**config.mk**
```make
export PLATFORM = sky130hd
export DESIGN_NAME = usbb_sleep_core
export DESIGN_NICKNAME = d
export VERILOG_FILES = /design/src/hdl/usbb_pkg.sv /design/src/hdl/usbb_baud_gen.sv /design/src/hdl/usbb_sleep_core.sv
export VERILOG_INCLUDE_DIRS = /design/src /design/src/hdl
export SDC_FILE = /design/constraint.sdc
export NUM_CORES = 1
export LEC_CHECK = 0
export BUFFER_PORTS_ARGS = -buffer_cell sky130_fd_sc_hd__buf_2
export CORE_MARGIN = 4
export CORE_UTILIZATION = 60
export CTS_CLUSTER_SIZE = 16
export DETAILED_ROUTE_END_ITERATION = 6
export PLACE_DENSITY = 0.8
export SLEW_MARGIN = 20
export SYNTH_ARGS = -nofsm -noshare
export SYNTH_HDL_FRONTEND = slang
export SYNTH_SLANG_ARGS = --single-unit
```
**constraint.sdc**
```tcl
create_clock -name clk_in -period 3.65 [get_ports clk_in]
set_input_delay 0.1825 -clock clk_in [delete_from_list [all_inputs] [get_ports clk_in]]
set_output_delay 0.1825 -clock clk_in [all_outputs]
set_load 0.01 [all_outputs]
```
**src/hdl/usbb_regs.svh**
```systemverilog
/*
 * Register offsets, field positions, reset values and counts for the
 * sleep, idle/break and baud generator block of one UART channel.
 * Assumes the includer compiles it once per unit; guarded for reuse.
 */
// Operation
// - Sleep is possible only with both the enhanced-functions and sleep-enable bits set.
// - With sleep enabled, sleep needs rx idle, tx FIFO and shifter empty, no other interrupt.
// - Sleep is never entered while the receive FIFO holds a character.
// - While asleep the UART clock and the baud clock are stopped so their state holds.
// - Any rx line change, modem pin change or transmit FIFO write wakes the block.
// - The rx line is idle after staying high for four character times.
// - The rx line is sampled in the middle of each bit.
// - While the break-control bit is set the transmit output is forced low.
// - The baud generator divides its prescaled clock by any divisor from 1 to 65535.
// - The prescaler-select bit picks divide by one when clear and divide by four when set.
// - The generator output runs at 16x baud, input clock over prescaler then divisor.
// - The divisor is the low-byte latch below the high-byte latch, both written by the host.
// - A zero divisor produces no baud clock, leaving the serial functions inactive.
// - One baud generator output times both transmitter and receiver.
// - Reset leaves both divisor latches unchanged.
`ifndef USBB_REGS_SVH
`define USBB_REGS_SVH

// ----------------------------------------------------------------
// Register offsets
// ----------------------------------------------------------------
`define USBB_OFF_DIV_LO    4'h0
`define USBB_OFF_DIV_HI    4'h1
`define USBB_OFF_IER       4'h2
`define USBB_OFF_LCR       4'h3
`define USBB_OFF_MCR       4'h4
`define USBB_OFF_EFR       4'h5
`define USBB_OFF_STATUS    4'h6

// ----------------------------------------------------------------
// Field positions
// ----------------------------------------------------------------
`define USBB_IER_SLEEP_BIT 4
`define USBB_EFR_ENH_BIT   4
`define USBB_LCR_BRK_BIT   6
`define USBB_LCR_PAR_BIT   3
`define USBB_LCR_STOP_BIT  2
`define USBB_MCR_PRE_BIT   7
`define USBB_ST_ASLEEP_BIT 0
`define USBB_ST_IDLE_BIT   1
`define USBB_ST_NOCLK_BIT  2

// ----------------------------------------------------------------
// Reset values and counts
// ----------------------------------------------------------------
`define USBB_RST_CTRL      8'h00
`define USBB_RST_DATA      8'h00
`define USBB_IDLE_CHARS    6'h04
`define USBB_MID_PHASE     4'h7
`define USBB_PRE_LAST      2'h3
`define USBB_CHAR_BASE     4'h7

`endif

```
**src/hdl/usbb_pkg.sv**
```systemverilog
/*
 * Types shared by the sleep/break/baud block and its baud generator.
 * Assumes the constants header supplies every number.
 */
package usbb_pkg;

    // Power state of the channel
    typedef enum logic [0:0] {
        USBB_AWAKE  = 1'b0,
        USBB_ASLEEP = 1'b1
    } usbb_pwr_e;

    // Control bits decoded from the software registers
    typedef struct packed {
        logic       sleep_allow;
        logic       brk;
        logic       pre_div4;
        logic [1:0] word_len;
        logic       two_stop;
        logic       par_en;
    } usbb_cfg_s;

    // Divisor load request for the baud generator
    typedef struct packed {
        logic        reload;
        logic [15:0] divisor;
    } usbb_div_s;

endpackage

```
**src/hdl/usbb_baud_gen.sv**
```systemverilog
/*
 * Prescaler and 16-bit divider that make the 16x baud tick.
 * Assumes the parent holds the divisor latches and the run enable.
 */
`include "usbb_regs.svh"

module usbb_baud_gen (
    input  wire logic              clk_in,
    input  wire logic              rst_in,
    input  wire logic              ce_in,
    input  wire logic              run_in,
    input  wire logic              pre_div4_in,
    input  wire usbb_pkg::usbb_div_s div_in,
    output logic                   tick_out
);

    logic [1:0]  pre_cnt_r;
    logic [1:0]  pre_cnt_nxt;
    logic [15:0] cnt_r;
    logic [15:0] cnt_nxt;
    logic        tick_r;
    logic        tick_nxt;
    logic        pre_ok;

    // ----------------------------------------------------------------
    // Next values
    // ----------------------------------------------------------------
    // A stopped generator holds its count so the phase resumes on wake
    always_comb begin
        pre_cnt_nxt = pre_cnt_r;
        cnt_nxt     = cnt_r;
        tick_nxt    = 1'b0;
        pre_ok      = !pre_div4_in || (pre_cnt_r == `USBB_PRE_LAST);
        if (div_in.reload) begin
            pre_cnt_nxt = 2'h0;
            cnt_nxt     = div_in.divisor;
        end else if (run_in) begin
            pre_cnt_nxt = pre_cnt_r + 2'h1;
            if (pre_ok) begin
                if (cnt_r <= 16'h0001) begin
                    cnt_nxt  = div_in.divisor;
                    tick_nxt = (div_in.divisor != 16'h0000);
                end else begin
                    cnt_nxt = cnt_r - 16'h0001;
                end
            end
        end
    end

    // ----------------------------------------------------------------
    // Registers
    // ----------------------------------------------------------------
    always_ff @(posedge clk_in) begin
        if (rst_in) begin
            pre_cnt_r <= 2'h0;
            cnt_r     <= 16'h0000;
            tick_r    <= 1'b0;
        end else if (ce_in) begin
            pre_cnt_r <= pre_cnt_nxt;
            cnt_r     <= cnt_nxt;
            tick_r    <= tick_nxt;
        end
    end

    assign tick_out = tick_r;

endmodule

```
**src/hdl/usbb_sleep_core.sv**
```systemverilog
/*
 * Sleep control, rx idle detection, break forcing and register port
 * for one UART channel; instantiates the baud generator.
 * Assumes rx and modem pins are asynchronous; all other inputs come
 * from logic on clk_in. Register reads answer one cycle later.
 */
// Implementation choices: the strobed register port and the address map.
`include "usbb_regs.svh"

module usbb_sleep_core (
    input  wire logic       clk_in,
    input  wire logic       rst_in,
    input  wire logic       ce_in,
    input  wire logic [3:0] addr_in,
    input  wire logic [7:0] wdata_in,
    input  wire logic       wr_in,
    input  wire logic       rd_in,
    output logic      [7:0] rdata_out,
    input  wire logic       rx_pin_in,
    input  wire logic [3:0] modem_pins_in,
    input  wire logic       tx_data_in,
    input  wire logic       tx_write_in,
    input  wire logic       tx_fifo_empty_in,
    input  wire logic       tx_shift_empty_in,
    input  wire logic       rx_fifo_empty_in,
    input  wire logic       other_irq_in,
    output logic            tx_out,
    output logic            baud_tick_out,
    output logic            uart_clk_en_out,
    output logic            asleep_out,
    output logic            rx_idle_out
);

    // ----------------------------------------------------------------
    // Address decode
    // ----------------------------------------------------------------
    // Same compare serves every write select; reads decode the offset with a case
    function automatic logic hit(input logic [3:0] a, input logic [3:0] off);
        hit = (a == off);
    endfunction

    // ----------------------------------------------------------------
    // Declarations
    // ----------------------------------------------------------------
    logic [7:0]          div_lo_r;
    logic [7:0]          div_lo_nxt;
    logic [7:0]          div_hi_r;
    logic [7:0]          div_hi_nxt;
    logic [7:0]          ier_r;
    logic [7:0]          ier_nxt;
    logic [7:0]          lcr_r;
    logic [7:0]          lcr_nxt;
    logic [7:0]          mcr_r;
    logic [7:0]          mcr_nxt;
    logic [7:0]          efr_r;
    logic [7:0]          efr_nxt;
    logic [7:0]          rdata_r;
    logic [7:0]          rdata_nxt;
    logic [4:0]          pin_s1_r;
    logic [4:0]          pin_s2_r;
    logic [4:0]          pin_q_r;
    logic [3:0]          phase_r;
    logic [3:0]          phase_nxt;
    logic [5:0]          idle_cnt_r;
    logic [5:0]          idle_cnt_nxt;
    logic                idle_r;
    logic                idle_nxt;
    usbb_pkg::usbb_pwr_e pwr_r;
    usbb_pkg::usbb_pwr_e pwr_nxt;
    logic                tx_r;
    logic                tx_nxt;
    logic                clk_en_r;
    logic                asleep_r;
    logic                tick;
    logic                rx_edge;
    logic                modem_edge;
    logic                wake;
    logic                enter_ok;
    logic                div_wr;
    logic [3:0]          char_bits;
    logic [5:0]          idle_limit;
    usbb_pkg::usbb_cfg_s cfg;
    usbb_pkg::usbb_div_s div;

    // ----------------------------------------------------------------
    // Control decode
    // ----------------------------------------------------------------
    // Break and prescaler act straight from the register bits
    always_comb begin
        cfg.sleep_allow = efr_r[`USBB_EFR_ENH_BIT] && ier_r[`USBB_IER_SLEEP_BIT];
        cfg.brk         = lcr_r[`USBB_LCR_BRK_BIT];
        cfg.pre_div4    = mcr_r[`USBB_MCR_PRE_BIT];
        cfg.word_len    = lcr_r[1:0];
        cfg.two_stop    = lcr_r[`USBB_LCR_STOP_BIT];
        cfg.par_en      = lcr_r[`USBB_LCR_PAR_BIT];
    end

    // Divisor built from the two latches, reloaded on either write
    always_comb begin
        div_wr      = wr_in && (hit(addr_in, `USBB_OFF_DIV_LO) ||
                                hit(addr_in, `USBB_OFF_DIV_HI));
        div.reload  = div_wr;
        div.divisor = {div_hi_nxt, div_lo_nxt};
    end

    // ----------------------------------------------------------------
    // Register writes
    // ----------------------------------------------------------------
    // Host is trusted not to touch the divisor during sleep
    always_comb begin
        div_lo_nxt = div_lo_r;
        div_hi_nxt = div_hi_r;
        ier_nxt    = ier_r;
        lcr_nxt    = lcr_r;
        mcr_nxt    = mcr_r;
        efr_nxt    = efr_r;
        if (wr_in) begin
            if (hit(addr_in, `USBB_OFF_DIV_LO)) begin
                div_lo_nxt = wdata_in;
            end
            if (hit(addr_in, `USBB_OFF_DIV_HI)) begin
                div_hi_nxt = wdata_in;
            end
            if (hit(addr_in, `USBB_OFF_IER)) begin
                ier_nxt = wdata_in;
            end
            if (hit(addr_in, `USBB_OFF_LCR)) begin
                lcr_nxt = wdata_in;
            end
            if (hit(addr_in, `USBB_OFF_MCR)) begin
                mcr_nxt = wdata_in;
            end
            if (hit(addr_in, `USBB_OFF_EFR)) begin
                efr_nxt = wdata_in;
            end
        end
    end

    // Register reads; unmapped offsets and idle cycles return zero
    always_comb begin
        rdata_nxt = `USBB_RST_DATA;
        if (rd_in) begin
            case (addr_in)
                `USBB_OFF_DIV_LO: begin
                    rdata_nxt = div_lo_r;
                end
                `USBB_OFF_DIV_HI: begin
                    rdata_nxt = div_hi_r;
                end
                `USBB_OFF_IER: begin
                    rdata_nxt = ier_r;
                end
                `USBB_OFF_LCR: begin
                    rdata_nxt = lcr_r;
                end
                `USBB_OFF_MCR: begin
                    rdata_nxt = mcr_r;
                end
                `USBB_OFF_EFR: begin
                    rdata_nxt = efr_r;
                end
                `USBB_OFF_STATUS: begin
                    rdata_nxt[`USBB_ST_ASLEEP_BIT] = asleep_r;
                    rdata_nxt[`USBB_ST_IDLE_BIT]   = idle_r;
                    rdata_nxt[`USBB_ST_NOCLK_BIT]  = ({div_hi_r, div_lo_r} == 16'h0000);
                end
                default: begin
                    rdata_nxt = `USBB_RST_DATA;
                end
            endcase
        end
    end

    // Divisor latches have no reset so a programmed divisor survives it
    always_ff @(posedge clk_in) begin
        if (ce_in) begin
            div_lo_r <= div_lo_nxt;
            div_hi_r <= div_hi_nxt;
        end
    end

    // Control registers and read data
    always_ff @(posedge clk_in) begin
        if (rst_in) begin
            ier_r   <= `USBB_RST_CTRL;
            lcr_r   <= `USBB_RST_CTRL;
            mcr_r   <= `USBB_RST_CTRL;
            efr_r   <= `USBB_RST_CTRL;
            rdata_r <= `USBB_RST_DATA;
        end else if (ce_in) begin
            ier_r   <= ier_nxt;
            lcr_r   <= lcr_nxt;
            mcr_r   <= mcr_nxt;
            efr_r   <= efr_nxt;
            rdata_r <= rdata_nxt;
        end
    end

    // ----------------------------------------------------------------
    // Pin synchronisers
    // ----------------------------------------------------------------
    // Bit 4 is rx, bits 3:0 the modem inputs; edges compare stage two with pin_q_r
    always_ff @(posedge clk_in) begin
        if (rst_in) begin
            pin_s1_r <= 5'h1F;
            pin_s2_r <= 5'h1F;
            pin_q_r  <= 5'h1F;
        end else if (ce_in) begin
            pin_s1_r <= {rx_pin_in, modem_pins_in};
            pin_s2_r <= pin_s1_r;
            pin_q_r  <= pin_s2_r;
        end
    end

    assign rx_edge    = pin_s2_r[4] ^ pin_q_r[4];
    assign modem_edge = |(pin_s2_r[3:0] ^ pin_q_r[3:0]);

    // ----------------------------------------------------------------
    // Rx idle detection
    // ----------------------------------------------------------------
    // Character time in bits: start, data, parity, stop bits
    always_comb begin
        char_bits  = `USBB_CHAR_BASE + {2'h0, cfg.word_len}
                     + {3'h0, cfg.par_en} + {3'h0, cfg.two_stop};
        idle_limit = {2'h0, char_bits} * `USBB_IDLE_CHARS;
    end

    // Phase restarts on every line edge so sampling tracks bit centres.
    // Runs only on baud ticks, so it freezes with the baud clock in sleep.
    always_comb begin
        phase_nxt    = phase_r;
        idle_cnt_nxt = idle_cnt_r;
        idle_nxt     = idle_r;
        if (rx_edge) begin
            phase_nxt    = 4'h0;
            idle_cnt_nxt = 6'h00;
            idle_nxt     = 1'b0;
        end else if (tick) begin
            phase_nxt = phase_r + 4'h1;
            if (phase_r == `USBB_MID_PHASE) begin
                if (!pin_s2_r[4]) begin
                    idle_cnt_nxt = 6'h00;
                    idle_nxt     = 1'b0;
                end else if (idle_cnt_r < idle_limit) begin
                    idle_cnt_nxt = idle_cnt_r + 6'h01;
                    idle_nxt     = ((idle_cnt_r + 6'h01) >= idle_limit);
                end else begin
                    idle_nxt = 1'b1;
                end
            end
        end
    end

    always_ff @(posedge clk_in) begin
        if (rst_in) begin
            phase_r    <= 4'h0;
            idle_cnt_r <= 6'h00;
            idle_r     <= 1'b0;
        end else if (ce_in) begin
            phase_r    <= phase_nxt;
            idle_cnt_r <= idle_cnt_nxt;
            idle_r     <= idle_nxt;
        end
    end

    // ----------------------------------------------------------------
    // Sleep control
    // ----------------------------------------------------------------
    // A wake event in the same cycle as the entry conditions keeps us up
    always_comb begin
        wake     = rx_edge || modem_edge || tx_write_in;
        enter_ok = cfg.sleep_allow && idle_r
                   && tx_fifo_empty_in && tx_shift_empty_in
                   && !other_irq_in
                   && rx_fifo_empty_in
                   && !wake;
        case (pwr_r)
            usbb_pkg::USBB_AWAKE: begin
                pwr_nxt = enter_ok ? usbb_pkg::USBB_ASLEEP : usbb_pkg::USBB_AWAKE;
            end
            usbb_pkg::USBB_ASLEEP: begin
                // Clearing sleep-enable also wakes, as the host is told to
                pwr_nxt = (wake || !cfg.sleep_allow) ? usbb_pkg::USBB_AWAKE
                                                     : usbb_pkg::USBB_ASLEEP;
            end
            default: begin
                pwr_nxt = usbb_pkg::USBB_AWAKE;
            end
        endcase
    end

    // Break forces the line low; otherwise pass the transmitter's bit
    always_comb begin
        tx_nxt = cfg.brk ? 1'b0 : tx_data_in;
    end

    always_ff @(posedge clk_in) begin
        if (rst_in) begin
            pwr_r    <= usbb_pkg::USBB_AWAKE;
            clk_en_r <= 1'b1;
            asleep_r <= 1'b0;
            tx_r     <= 1'b1;
        end else if (ce_in) begin
            pwr_r    <= pwr_nxt;
            clk_en_r <= (pwr_nxt == usbb_pkg::USBB_AWAKE);
            asleep_r <= (pwr_nxt == usbb_pkg::USBB_ASLEEP);
            tx_r     <= tx_nxt;
        end
    end

    // ----------------------------------------------------------------
    // Baud generator
    // ----------------------------------------------------------------
    // One tick stream times both directions; stopped while asleep
    usbb_baud_gen u_baud (
        .clk_in      (clk_in),
        .rst_in      (rst_in),
        .ce_in       (ce_in),
        .run_in      (clk_en_r),
        .pre_div4_in (cfg.pre_div4),
        .div_in      (div),
        .tick_out    (tick)
    );

    // ----------------------------------------------------------------
    // Outputs
    // ----------------------------------------------------------------
    assign rdata_out       = rdata_r;
    assign tx_out          = tx_r;
    assign baud_tick_out   = tick;
    assign uart_clk_en_out = clk_en_r;
    assign asleep_out      = asleep_r;
    assign rx_idle_out     = idle_r;

endmodule

```
After elaboration in Yosys (flattened, before gate mapping):

Cells that the tools add are included.

* output and inout bits: 13
* logic and storage cells: 109
* flip-flop bits (word level): 104
* input port bits: 28

* multiplexer cells: 33
* $add $sub $neg: 7
* $lt $le $gt $ge: 3
* bitwise operators: 4
* equal/unequal tests: 9
* reductions and logical operators: 34

Operators with widths (count)
* $mux W16: 4
* $mux W8: 5
* $mux W6: 5
* $pmux W5 S6: 1
* $pmux W3 S7: 1
* $reduce_and A3 Y1: 6
* $eq A4 B3 Y1 const B: 4
* $le A16 B1 Y1 const B: 1
* $logic_not A16 Y1: 1
* $reduce_bool A16 Y1: 1
* $sub A16 B1 Y16 const B: 1
* $mux W1: 12
* $add A4 B1 Y4: 2
* $eq A4 B2 Y1 const B: 2
* $logic_and A1 B1 Y1: 8
* $mux W4: 2
* $reduce_bool A2 Y1: 4
* $add A6 B1 Y6 const B: 1
* $ge A6 B6 Y1: 1
* $lt A6 B6 Y1: 1
* $logic_or A1 B1 Y1: 5
* $add A3 B2 Y4 const A: 1
* $add A4 B1 Y4 const B: 1
* $eq A4 B1 Y1 const B: 1
* other kinds (13): 19

Longest topological paths before layout:

Gate-level depths: netlist (run 1).

* depth after elaboration: 10
* depth in mapped cells: 12
* gate-level depth less buffers: 12

Modules after synthesis:

A second synthesis (run 1) with hierarchy kept.

* cells, all modules: 566
* area, all modules: 5434.0 sq um

By module, submodules not included
* usbb_sleep_core: cells each 395, area an instance 4122.7 sq um, seq. area each 1861.8 sq um, times used 1
* usbb_baud_gen: cells each 171, area an instance 1311.3 sq um, seq. area each 380.4 sq um, times used 1

Worst setup path before layout (run 1):

No wires, ideal clock.

* path kind: register -> register
* from: register lcr_r[3]
* to: register idle_r, in the netlist rx_idle_out
* period minus slack after synthesis: 2.682 ns
* stages on the path, launching flop included: 12
* setup time: 0.131 ns
* arrival time: 2.550 ns
* path slack: 0.968 ns
* path buffers: 0
* required time: 3.519 ns
* cells stage by stage: dfxtp_1 inv_1 ha_1 inv_1 ha_1 fa_1 inv_1 ha_1 a211o_1 a41oi_1 o2111a_1 nor3_1

* cells in the longest elaborated chain, start to end: 8
* elaborated cells between the ends (all ways): 9
* classes of those cells: add/sub (2); order compare (2); mux (5)

Ends and longest elaborated chain
* start: declaration: RTL line usbb_sleep_core.sv:51 `logic [7:0] lcr_r;`
* start signal: assignment: RTL line usbb_sleep_core.sv:186 `` lcr_r <= `USBB_RST_CTRL; ``
* start signal: assignment: RTL line usbb_sleep_core.sv:192 `lcr_r <= lcr_nxt;`
* $add A4 B1 Y4 (no source line) (*) (2 in a row)
* $ge A6 B6 Y1 or $lt A6 B6 Y1 (tied branches): RTL line usbb_sleep_core.sv:246, usbb_sleep_core.sv:244
* $mux W1 (*): RTL line usbb_sleep_core.sv:244 `end else if (idle_cnt_r < idle_limit) begin`
* $mux W1 (*): RTL line usbb_sleep_core.sv:241 `if (!pin_s2_r[4]) begin`
* $mux W1 (*): RTL line usbb_sleep_core.sv:240 `` if (phase_r == `USBB_MID_PHASE) begin ``
* $mux W1 (*): RTL line usbb_sleep_core.sv:238 `end else if (tick) begin`
* $mux W1 (*): RTL line usbb_sleep_core.sv:234 `if (rx_edge) begin`
* end signal: assignment: RTL line usbb_sleep_core.sv:262 `idle_r <= idle_nxt;`
* end: declaration: RTL line usbb_sleep_core.sv:66 `logic idle_r;`

Mark *: on every way between the ends. The rest lies on a longest branch, timed or not. The select of a mux whose other input is x is not followed.
A chain may end at the register's enable or synchronous reset.

Worst setup path in the final report (run 1):

* from: register lcr_r[3]
* to: register idle_cnt_r[1]

* cells in the longest elaborated chain, start to end: 5

Ends and longest elaborated chain
* $add A4 B1 Y4 (no source line) (2 in a row)
* $lt A6 B6 Y1: RTL line usbb_sleep_core.sv:244
* $ne A3 B1 Y1 (no source line)
* $reduce_and A4 Y1 (no source line)
* end signal: assignment: RTL line usbb_sleep_core.sv:261 `idle_cnt_r <= idle_cnt_nxt;`
* end: declaration: RTL line usbb_sleep_core.sv:64 `logic [5:0] idle_cnt_r;`

No other way between the ends.

==> summary.txt, run 1 <==
Status
  • Outcome: completed

Yosys
  • Post-synthesis compound-gate area fraction: 0.1385
  • Post-Synthesis Cells: 579
  • Simple-gate area share of the yosys netlist: 0.1839
  • Largest family of logic cells by synthesized area: simple AND/OR/NAND/NOR gates
  • Post-synth EDFFs: 16
  • Synth Area in XOR/XNOR: 0.01284
  • Post-synthesis mux area share: 0.1674
  • Post-synth top cells: dfxtp_1 (88), mux2i_1 (65), nor2_1 (64)
  • Async set or reset register ratio after synthesis: 0
  • Register area share after synthesis: 0.4109
  • Synth top area share: 0.3229
  • Unique masters post-synth: 65
  • Cell with the most instances after synthesis: dfxtp_1
  • Post-synthesis cell area: 5456 µm²
  • Yosys reg bits: 104
  • Synthesized Nets: 623
  • Syn_area_per_cell: 9.424 µm²
  • Synth area leader: dfxtp_1
  • Synthesized-area fraction occupied by adder cells: 0.03806
  • Yosys warns: 0
  • Top post-synthesis cells by area: dfxtp_1 (32%), mux2i_1 (12%), edfxtp_1 (8.8%)
  • Primary FF master, synth: dfxtp_1

Die
  • Initial Util: 0.6196
  • Die Wd: 103.4 µm
  • Io pins: 41
  • Rows: 34
  • Core area: 8806 µm²
  • Die Footprint: 10680 µm²
  • Die Height: 103.4 µm

Place
  • Port Buffers: 40
  • Placed cells: 703
  • Worst slack, placed: 737.0 ps
  • GP Congestion: 0.9127
  • Final HPWL DP: 9301 µm

Global routing
  • Total GRT Usage: 0.2507
  • Pin count of the biggest net entering global routing: 46
  • First-pass GRT wire length: 21250 µm
  • GR Overflow Total: 0
  • Antenna violations before repair: 0
  • Vias in the first global route: 4457

Worst hold path
  • Hold Crit Start: modem_pins_in[1]
  • Hold Crit Depth: 3
  • Min-Delay Endpoint: pin_s1_r[1]
  • Hold Crit Class: input pin to flop

STA
  • RSZ-0062 raised after global routing: no
  • Max-slew violation count: 0
  • Minimum hold slack: 26.09 ps
  • Worst-Margin Slew: 869.7 ps
  • TNS Setup: 0 ps
  • Setup ws final: 697.5 ps
  • Final min period: 2953 ps
  • Fin. Hold Viols: 0
  • Final setup vio count: 0
  • Worst Skew: 15.81 ps
  • Period utilization: 0.8089
  • F_max: 0.3387 GHz
  • Max-slew headroom: 0.4158

Route
  • Remaining DRCs: 0
  • Iter 0 DRT Violations: 285
  • Routed vias/inst: 6.344
  • Post-route ant nets: 0
  • DR WL/cell: 18.14 µm
  • Total number of vias: 4561
  • WL final: 13050 µm
  • First-pass DRT Iterations: 5

Worst setup path
  • CP Data Arrival Time: 3250 ps
  • Buf/Inv on CP: 3
  • Delay-heaviest family, CP: adder cells
  • Crit-path max FO: 5
  • Worst R2R Start: lcr_r[3]
  • Critical path required time: 3950 ps
  • R2R depth: 11
  • CP max stage delay: 500 ps
  • CP Launch Type: flop
  • Slowest CP cell: fa_1
  • Worst Setup Path Type: flop to flop
  • Flop2flop setup slack: 700 ps
  • Crit path cell chain: inv_1, ha_1, inv_1, ha_1, fa_1, inv_1, ha_1, a211o_1, a41oi_1, o21ai_0, o22ai_1
  • Worst R2R End: idle_cnt_r[1]
  • Critical path endpoint category: flop

Clock network
  • Post-CTS Setup Bufs: 0
  • CTS hold repair buffers: 0
  • Clk slew on worst S/H paths: 100 ps
  • CTS sink cnt: 104
  • Post-CTS resize count: 0
  • Total CTS buffers: 9
  • CTS Buffer Depth: 2
  • CTS Root Cell: clkbuf_8
  • H-tree depth: 3
  • CTS tree: yes
  • Latest clock arrival within the worst-skew pair: 370 ps

Layout
  • Area Overhead vs Synth: 8.438%
  • Nets: 650
  • Layout cells sized above 1: 0.1571
  • Diode count: 0
  • Fin util: 0.6719
  • Filler Cell Count: 698
  • Final std cells w/o fill: 719

Power
  • Pwr per Cell Area: 531.7 nW/µm²
  • Worst vdd ir: 0.0005216 V
  • P_leak: 2.326 nW

Flow run
  • Max Cap Viol: 0
worst register-to-register path, stage by stage, from the launching register on:
cell,delay [ps]
dfxtp_1,360
inv_1,80
ha_1,280
inv_1,40
ha_1,200
fa_1,500
inv_1,50
ha_1,290
a211o_1,280
a41oi_1,430
o21ai_0,220
o22ai_1,170
cell usage in the layout, fill, tap and decap left out, types with 4 or more instances in the layout:
master | synthesis | layout
o32ai_1 | 12 | 12
a21oi_1 | 28 | 28
or4_1 | 7 | 7
nor2_1 | 64 | 64
inv_1 | 30 | 30
xnor2_1 | 7 | 7
nor3_1 | 14 | 14
nor2b_1 | 9 | 9
a22oi_1 | 18 | 18
mux2i_1 | 65 | 65
ha_1 | 15 | 15
and3_1 | 7 | 7
buf_2 | 7 | 40
nand3_1 | 12 | 12
edfxtp_1 | 16 | 16
o21ai_0 | 15 | 15
a31oi_1 | 9 | 9
o211ai_1 | 4 | 4
nand2b_1 | 6 | 6
clkbuf_8 | 0 | 10
buf_4 | 0 | 8
dfxtp_1 | 88 | 88
nor4_1 | 8 | 8
mux2_2 | 22 | 22
nand2_1 | 39 | 39
metal layers:
| metal | vias to the layer above | wire length [µm] | share of wire | track usage |
|---|---|---|---|---|
| met3 | 27 | 567 | 0.043 | 0.04427 |
| met1 | 2233 | 5664 | 0.43 | 0.3204 |
| met5 | - | 0 | 0 | 0 |
| met2 | 141 | 6513 | 0.50 | 0.4255 |
| li1 | 2160 | - | - | - |
| met4 | 0 | 301 | 0.023 | 0.08964 |
stage by stage:
step           area [µm²]  total power (W)
3_3_place_gp         5700         0.002364
6_report             5917         0.003146
5_1_grt              5917         0.003329
2_1_floorplan        5456         0.002171
4_1_cts              5917         0.003144
3_5_place_dp         5700         0.002400
state kept, by name, indices dropped and copies added, names as in the netlist:
register	cells
asleep_out	1
div_hi_r	8
div_lo_r	8
efr_r	8
idle_cnt_r	6
ier_r	8
lcr_r	8
mcr_r	8
phase_r	4
pin_q_r	5
pin_s1_r	5
pin_s2_r	5
rdata_out	8
rx_idle_out	1
tx_out	1
u_baud.cnt_r	16
u_baud.pre_cnt_r	2
u_baud.tick_out	1
uart_clk_en_out	1
how the worst max path moves through the flow:
stage | start | end | slack (ps) | depth (start not counted)
3_5_place_dp | lcr_r[3] | idle_cnt_r[1] | 740 | 11
5_1_grt | lcr_r[3] | idle_cnt_r[1] | 460 | 11
4_1_cts | lcr_r[0] | idle_cnt_r[1] | 700 | 11
6_report | lcr_r[3] | idle_cnt_r[1] | 700 | 11
2_1_floorplan | lcr_r[3] | rx_idle_out | 970 | 11
3_3_place_gp | lcr_r[3] | rx_idle_out | 800 | 11
layout make-up:
cell class                      instances  area [µm²]  share of cell area
Tap cell                              108       135.1             0.02284
Multi-Input combinational cell        413        2950              0.4986
Clock inverter                          4       28.78            0.004864
Sequential cell                       104        2242              0.3789
Timing Repair Buffer                   48       260.3             0.04398
Clock buffer                           12       187.7             0.03172
Inverter                               30       112.6             0.01903
logic make-up after synthesis:
| group | count (synthesis) |
|---|---|
| AO/OA/AOI/OAI | 111 |
| flip-flops | 104 |
| multiplexers | 88 |
| AND/OR/NAND/NOR | 190 |
| XOR/XNOR | 8 |
| buffers and inverters | 62 |
| adder cells (fa/ha/maj) | 16 |
power breakdown:
group	switching, W	internal, W	total (W)	leakage, nW
clock	0.000399	0.000353	0.000753	0.114
combinational	0.000594	0.000438	0.00103	1.34
sequential	0.0000991	0.00126	0.00136	0.871
total	0.00109	0.00205	0.00315	2.33
Note: power is estimated with default switching activity, not from simulation.
==> run 2, diff against run 1 <==
==> constraint.sdc (replaced) <==
create_clock -name clk_in -period 3.1 [get_ports clk_in]
set_input_delay 0.155 -clock clk_in [delete_from_list [all_inputs] [get_ports clk_in]]
set_output_delay 0.155 -clock clk_in [all_outputs]
set_load 0.01 [all_outputs]
==> summary.txt, run 2 (same netlist as run 1, synthesis figures left out) <==
Route
  • WL final: 12690 µm (-2.7%)
  • First-pass DRT Iterations: 5 (unchanged)
  • Routed vias/inst: 6.184 (-2.5%)
  • Post-route ant nets: 0 (unchanged)
  • Iter 0 DRT Violations: 270 (-5.3%)
  • DR WL/cell: 17.57 µm (-3.1%)
  • Total number of vias: 4465 (-2.1%)
  • Remaining DRCs: 0 (unchanged)

Power
  • P_leak: 2.324 nW (about the same)
  • Pwr per Cell Area: 608.1 nW/µm² (+14%)
  • Worst vdd ir: 0.0005879 V (+13%)

Die
  • Rows: 34 (unchanged)
  • Core area: 8806 µm² (unchanged)
  • Initial Util: 0.6196 (unchanged)
  • Die Wd: 103.4 µm (unchanged)
  • Die Footprint: 10680 µm² (unchanged)
  • Die Height: 103.4 µm (unchanged)
  • Io pins: 41 (unchanged)

Layout
  • Diode count: 0 (unchanged)
  • Most frequent cells in the layout: dfxtp_1 (88), mux2i_1 (65), nor2_1 (64)
  • Final std cells w/o fill: 722 (+0.42%)
  • Nets: 653 (+0.46%)
  • Fin util: 0.6719 (unchanged)
  • Most common cell after layout, fill and taps aside: dfxtp_1
  • Largest register FFs: 16 (unchanged)
  • Largest register by flop count: u_baud.cnt_r
  • Area Overhead vs Synth: 8.438% (unchanged)
  • Layout cells sized above 1: 0.1596 (+0.002490)

Global routing
  • First-pass GRT wire length: 20870 µm (-1.8%)
  • Vias in the first global route: 4299 (-3.5%)
  • Pin count of the biggest net entering global routing: 46 (unchanged)
  • Antenna violations before repair: 0 (unchanged)
  • Total GRT Usage: 0.2449 (-0.005794)
  • GR Overflow Total: 0 (unchanged)

Flow run
  • Max Cap Viol: 0 (unchanged)

STA
  • Period utilization: 0.9181 (+0.1092)
  • F_max: 0.3514 GHz (+3.7%)
  • TNS Setup: 0 ps (unchanged)
  • Fin. Hold Viols: 0 (unchanged)
  • Final setup vio count: 0 (unchanged)
  • Max-slew headroom: 0.3921 (-0.02367)
  • Max-slew violation count: 0 (unchanged)
  • Worst Skew: 17.51 ps (+1.697 ps)
  • RSZ-0062 raised after global routing: no
  • Worst-Margin Slew: 904.9 ps (+35.23 ps)
  • Final min period: 2846 ps (-106.3 ps)

Worst setup path
  • Crit-path max FO: 3 (-2)
  • Worst Setup Path Type: flop to flop
  • Critical path endpoint category: flop
  • Flop2flop setup slack: 250 ps (-440 ps)
  • Critical path required time: 3320 ps (-630 ps)
  • CP Data Arrival Time: 3070 ps (-180 ps)
  • CP Launch Type: flop
  • R2R depth: 12 (+1)
  • Worst R2R Start: lcr_r[3]
  • Worst R2R End: rx_idle_out

Worst hold path
  • Hold Crit Depth: 3 (unchanged)
  • Hold Crit Start: modem_pins_in[0]
  • Min-Delay Endpoint: pin_s1_r[0]
  • Hold Crit Class: input pin to flop

Status
  • Outcome: completed

Place
  • GP Congestion: 0.9353 (+2.5%)
  • Placed cells: 705 (+0.28%)
  • Port Buffers: 40 (unchanged)
  • Final HPWL DP: 9353 µm (+0.56%)

Clock network
  • H-tree depth: 3 (unchanged)
  • CTS Buffer Depth: 2 (unchanged)
  • CTS tree: yes
  • Total CTS buffers: 9 (unchanged)
  • CTS sink cnt: 104 (unchanged)
  • Latest clock arrival within the worst-skew pair: 360 ps (about the same)
  • CTS Root Cell: clkbuf_8
  • Clk slew on worst S/H paths: 100 ps (about the same)
  • Post-CTS Setup Bufs: 0 (unchanged)
## run 2: changes by cell type in the layout (fill, tap and decap cells not counted)
cell / change
clkbuf_8: +1
clkbuf_16: -2
buf_4: +2
dlygate4sd3_1: +1
inv_6: -1
a41oi_1: -1
clkinv_4: +1
clkbuf_1: +1
a41oi_2: +1
## run 2: layer usage
layer / up-vias / GRT usage / routed length, µm
met3: 27 / 0.04359 / 627
met5: - / 0 / 0
li1: 2172 / - / -
met2: 136 / 0.4206 / 6378
met4: 0 / 0.07470 / 257
met1: 2130 / 0.3138 / 5424
## run 2: how the worst max path moves through the flow
stage          startpoint            end  slack (ps)  cells past startpoint
2_1_floorplan    lcr_r[3]    rx_idle_out         420                     11
3_3_place_gp     lcr_r[3]    rx_idle_out         250                     11
3_5_place_dp     lcr_r[3]  idle_cnt_r[1]         190                     11
4_1_cts          lcr_r[3]  idle_cnt_r[4]         160                     11
5_1_grt          lcr_r[3]    rx_idle_out         100                     12
6_report         lcr_r[3]    rx_idle_out         250                     12
## run 2: critical path: stages (launching register included)
cell and delay, ps:
dfxtp_1 380, inv_1 80, ha_1 270, inv_1 40
ha_1 200, fa_1 500, inv_1 60, ha_1 280
nor2b_1 130, a311o_1 340, a31oi_1 180, o2111a_1 200
nor3_1 40
## run 2: repair_timing
| item | in CTS | in global routing |
|---|---|---|
| hold buffers | 1 | 0 |
| resized for setup | 0 | 1 |
| setup endpoints to repair | 0 | 4 |
| hold endpoints to repair | 1 | 0 |
## run 2: cell type report
cell class | instances | area (µm²)
tap | 108 | 135.1
fill | 705 | 2889
timing repair buffer | 51 | 285.3
multi-input combinational | 413 | 2958
inverter | 30 | 112.6
clock inverter | 4 | 28.78
sequential | 104 | 2242
clock buffer | 12 | 155.1
## run 2: metrics by stage
stage / power, W / hold WS [ps] / worst slack, ps / area, µm²
detailed placement: 0.002827 / 375.7 / 187.1 / 5715
finish: 0.003598 / 11.32 / 253.8 / 5917
floorplan: 0.002556 / 267.5 / 418.1 / 5456
CTS: 0.003606 / 2.976 / 157.7 / 5909
global route: 0.003845 / 6.620 / 100.7 / 5917
global placement: 0.002784 / 369.9 / 251.4 / 5715
## run 2: power by group
part	internal [W]	leakage (nW)	total (W)	switching, W
logic	0.000519	1.36	0.00121	0.000694
registers	0.00149	0.871	0.00160	0.000117
clock network	0.000339	0.0969	0.000781	0.000442
total	0.00234	2.32	0.00360	0.00125
==> run 3, diff against run 2 <==
--- a/config.mk
+++ b/config.mk
@@ -6,6 +6,7 @@
 export SDC_FILE = /design/constraint.sdc
 export NUM_CORES = 1
 export LEC_CHECK = 0
+export ABC_AREA = 1
 export BUFFER_PORTS_ARGS = -buffer_cell sky130_fd_sc_hd__buf_2
 export CORE_MARGIN = 4
 export CORE_UTILIZATION = 60
==> summary.txt, run 3 <==
Clock network
  • Post-CTS resize count: 0 (unchanged)
  • Latest clock arrival within the worst-skew pair: 370 ps (about the same)
  • Total CTS buffers: 9 (unchanged)
  • Clk slew on worst S/H paths: 100 ps (about the same)
  • H-tree depth: 3 (unchanged)
  • CTS Root Cell: clkbuf_8
  • CTS Buffer Depth: 2 (unchanged)
  • CTS tree: yes
  • CTS sink cnt: 104 (unchanged)

STA
  • Max-slew violation count: 0 (unchanged)
  • TNS Setup: 0 ps (unchanged)
  • Minimum hold slack: 25.08 ps (+13.76 ps)
  • Max-slew headroom: 0.3855 (-0.006642)
  • Worst-Margin Slew: 920.8 ps (+15.91 ps)
  • Period utilization: 0.8879 (-0.03025)
  • Fin. Hold Viols: 0 (unchanged)
  • F_max: 0.3633 GHz (+3.4%)
  • Final setup vio count: 0 (unchanged)
  • Worst Skew: 10.92 ps (-6.589 ps)
  • RSZ-0062 raised after global routing: no
  • Final min period: 2752 ps (-93.76 ps)

Place
  • Port Buffers: 40 (unchanged)
  • Placed cells: 899 (+28%)
  • Placed Area: 5720 µm² (about the same)
  • GP Congestion: 0.9314 (-0.42%)
  • Final HPWL DP: 10430 µm (+11%)

Worst setup path
  • Crit path cell chain: inv_1, ha_1, inv_1, ha_1, fa_1, inv_1, ha_1, a21oi_1, o21ai_0, nand3_1, nand2_1, nand2_1, nand2_1, nand2_1, a21oi_1
  • Slowest CP cell: fa_1
  • CP Data Arrival Time: 2990 ps (-80 ps)
  • CP max stage delay: 500 ps (about the same)
  • Worst Setup Path Type: flop to flop
  • CP Launch Type: flop
  • Critical path required time: 3340 ps (+20 ps)
  • Critical path endpoint category: flop
  • Crit-path max FO: 8 (+5)
  • Most used cell, CP: nand2_1

Route
  • Iter 0 DRT Violations: 345 (+28%)
  • Wl on met1: 6038 µm (+11%)
  • Post-route ant nets: 0 (unchanged)
  • Remaining DRCs: 0 (unchanged)
  • WL met2: 7029 µm (+10%)
  • Top sig layer: met4
  • Met3 Wirelength: 1072 µm (+71%)
  • First-pass DRT Iterations: 5 (unchanged)
  • DR WL/cell: 15.74 µm (-10%)
  • Total number of vias: 5350 (+20%)
  • Routed vias/inst: 5.815 (-6.0%)
  • WL final: 14480 µm (+14%)

Yosys
  • Top post-synthesis cells by area: dfxtp_1 (32%), nand2_1 (14%), edfxtp_1 (8.7%)
  • Synth top area share: 0.3200 (-0.002862)
  • Register area share after synthesis: 0.4073 (-0.003642)
  • Async set or reset register ratio after synthesis: 0 (unchanged)
  • Synthesized Nets: 819 (+31%)
  • Primary FF master, synth: dfxtp_1
  • Yosys reg bits: 104 (unchanged)
  • Post-Synthesis Cells: 775 (+34%)
  • Synth area leader: dfxtp_1
  • Yosys warns: 0 (unchanged)
  • Syn_area_per_cell: 7.104 µm² (-25%)
  • Cell with the most instances after synthesis: nand2_1
  • Post-synthesis cell area: 5505 µm² (+0.89%)
  • Post-synth EDFFs: 16 (unchanged)
  • Post-synth top cells: nand2_1 (201), dfxtp_1 (88), inv_1 (82)
  • Unique masters post-synth: 40 (-38%)

Power
  • Worst vdd ir: 0.0003757 V (-36%)
  • Pwr per Cell Area: 530.9 nW/µm² (-13%)
  • P_leak: 2.672 nW (+15%)

Global routing
  • Vias in the first global route: 5062 (+18%)
  • GR Overflow Total: 0 (unchanged)
  • Total GRT Usage: 0.2658 (+0.02081)
  • Pin count of the biggest net entering global routing: 49 (+6.5%)
  • First-pass GRT wire length: 23720 µm (+14%)
  • Antenna violations before repair: 0 (unchanged)

Layout
  • Filler Cell Count: 779 (+10%)
  • Final instance area: 5977 µm² (+1.0%)
  • Most frequent cells in the layout: nand2_1 (201), dfxtp_1 (88), inv_1 (82)
  • Final std cells w/o fill: 920 (+27%)
  • Most common cell after layout, fill and taps aside: nand2_1
  • Diode count: 0 (unchanged)
  • Largest register by flop count: u_baud.cnt_r
  • Nets: 851 (+30%)
  • Layout cells sized above 1: 0.1133 (-0.04631)
  • Area Overhead vs Synth: 8.568%
  • Largest register FFs: 16 (unchanged)

Die
  • Die Footprint: 10770 µm² (+0.82%)
  • Initial Util: 0.6252 (+0.005541)
  • Io pins: 41 (unchanged)
  • Core area: 8806 µm² (unchanged)
  • Die Height: 103.8 µm (+0.41%)
  • Die Wd: 103.8 µm (+0.41%)
  • Rows: 34 (unchanged)

Status
  • Outcome: completed

Flow run
  • Max Cap Viol: 0 (unchanged)

Worst hold path
  • Hold Crit Class: input pin to flop
## run 3: final cells by class
class,count,area (µm²),area share
inverter,94,352.8,0.05903
sequential,104,2242,0.3751
timing repair buffer,50,287.8,0.04815
clock buffer,11,162.7,0.02721
multi-input combinational,548,2753,0.4605
clock inverter,5,43.79,0.007327
tap,108,135.1,0.02261
## run 3: timing repair
action                                  4_1_cts  5_1_grt
setup buffers                                 0        0
endpoints found under the setup margin        0        0
hold buffers                                  4        1
endpoints found under the hold margin         4        1
## run 3: report_power, final
group | internal (W) | switching, W
clock | 0.000376 | 0.000499
sequential | 0.00146 | 0.0000764
combinational | 0.000260 | 0.000505
total | 0.00209 | 0.00108
## run 3: path summary, 6_finish.rpt
| kind | cells after the start | end | start | slack, ps |
|---|---|---|---|---|
| setup / recovery | 15 | idle_cnt_r[2] | lcr_r[3] | 350 |
| hold / removal | 3 | tx_out | tx_data_in | 30 |
| setup reg to reg | 15 | idle_cnt_r[2] | lcr_r[3] | 350 |
| hold reg to reg | 2 | mcr_r[4] | mcr_r[4] | 460 |
## run 3: kinds of logic after synthesis
group / Yosys count / synth area share
flip-flops: 104 / 0.4073
AND/OR/NAND/NOR: 368 / 0.2975
AO/OA/AOI/OAI: 152 / 0.1457
XOR/XNOR: 12 / 0.01909
buffers and inverters: 123 / 0.09273
adder cells (fa/ha/maj): 16 / 0.03773
## run 3: critical path: cells and delay by family (launching register included)
kind	cells	cell delay, ps
AND/OR/NAND/NOR	5	600
buffers and inverters	3	170
adder cells (fa/ha/maj)	4	1250
AO/OA/AOI/OAI	3	280
flip-flops	1	330
## run 3: routing by layer
metal  vias up  global-route usage
met2       231              0.4509
met4         0             0.09307
met5         -                   0
met3        37             0.04042
met1      2470              0.3459
li1       2612                   -
## run 3: stage by stage
| step | util | setup WS [ps] | power [W] |
|---|---|---|---|
| 3_5_place_dp | 0.6496 | 364.1 | 0.002307 |
| 4_1_cts | 0.6776 | 348.1 | 0.003170 |
| 5_1_grt | 0.6787 | 80.91 | 0.003353 |
| 3_3_place_gp | 0.6496 | 464.6 | 0.002278 |
| 6_report | 0.6787 | 347.6 | 0.003173 |
| 2_1_floorplan | - | 602.6 | 0.002139 |
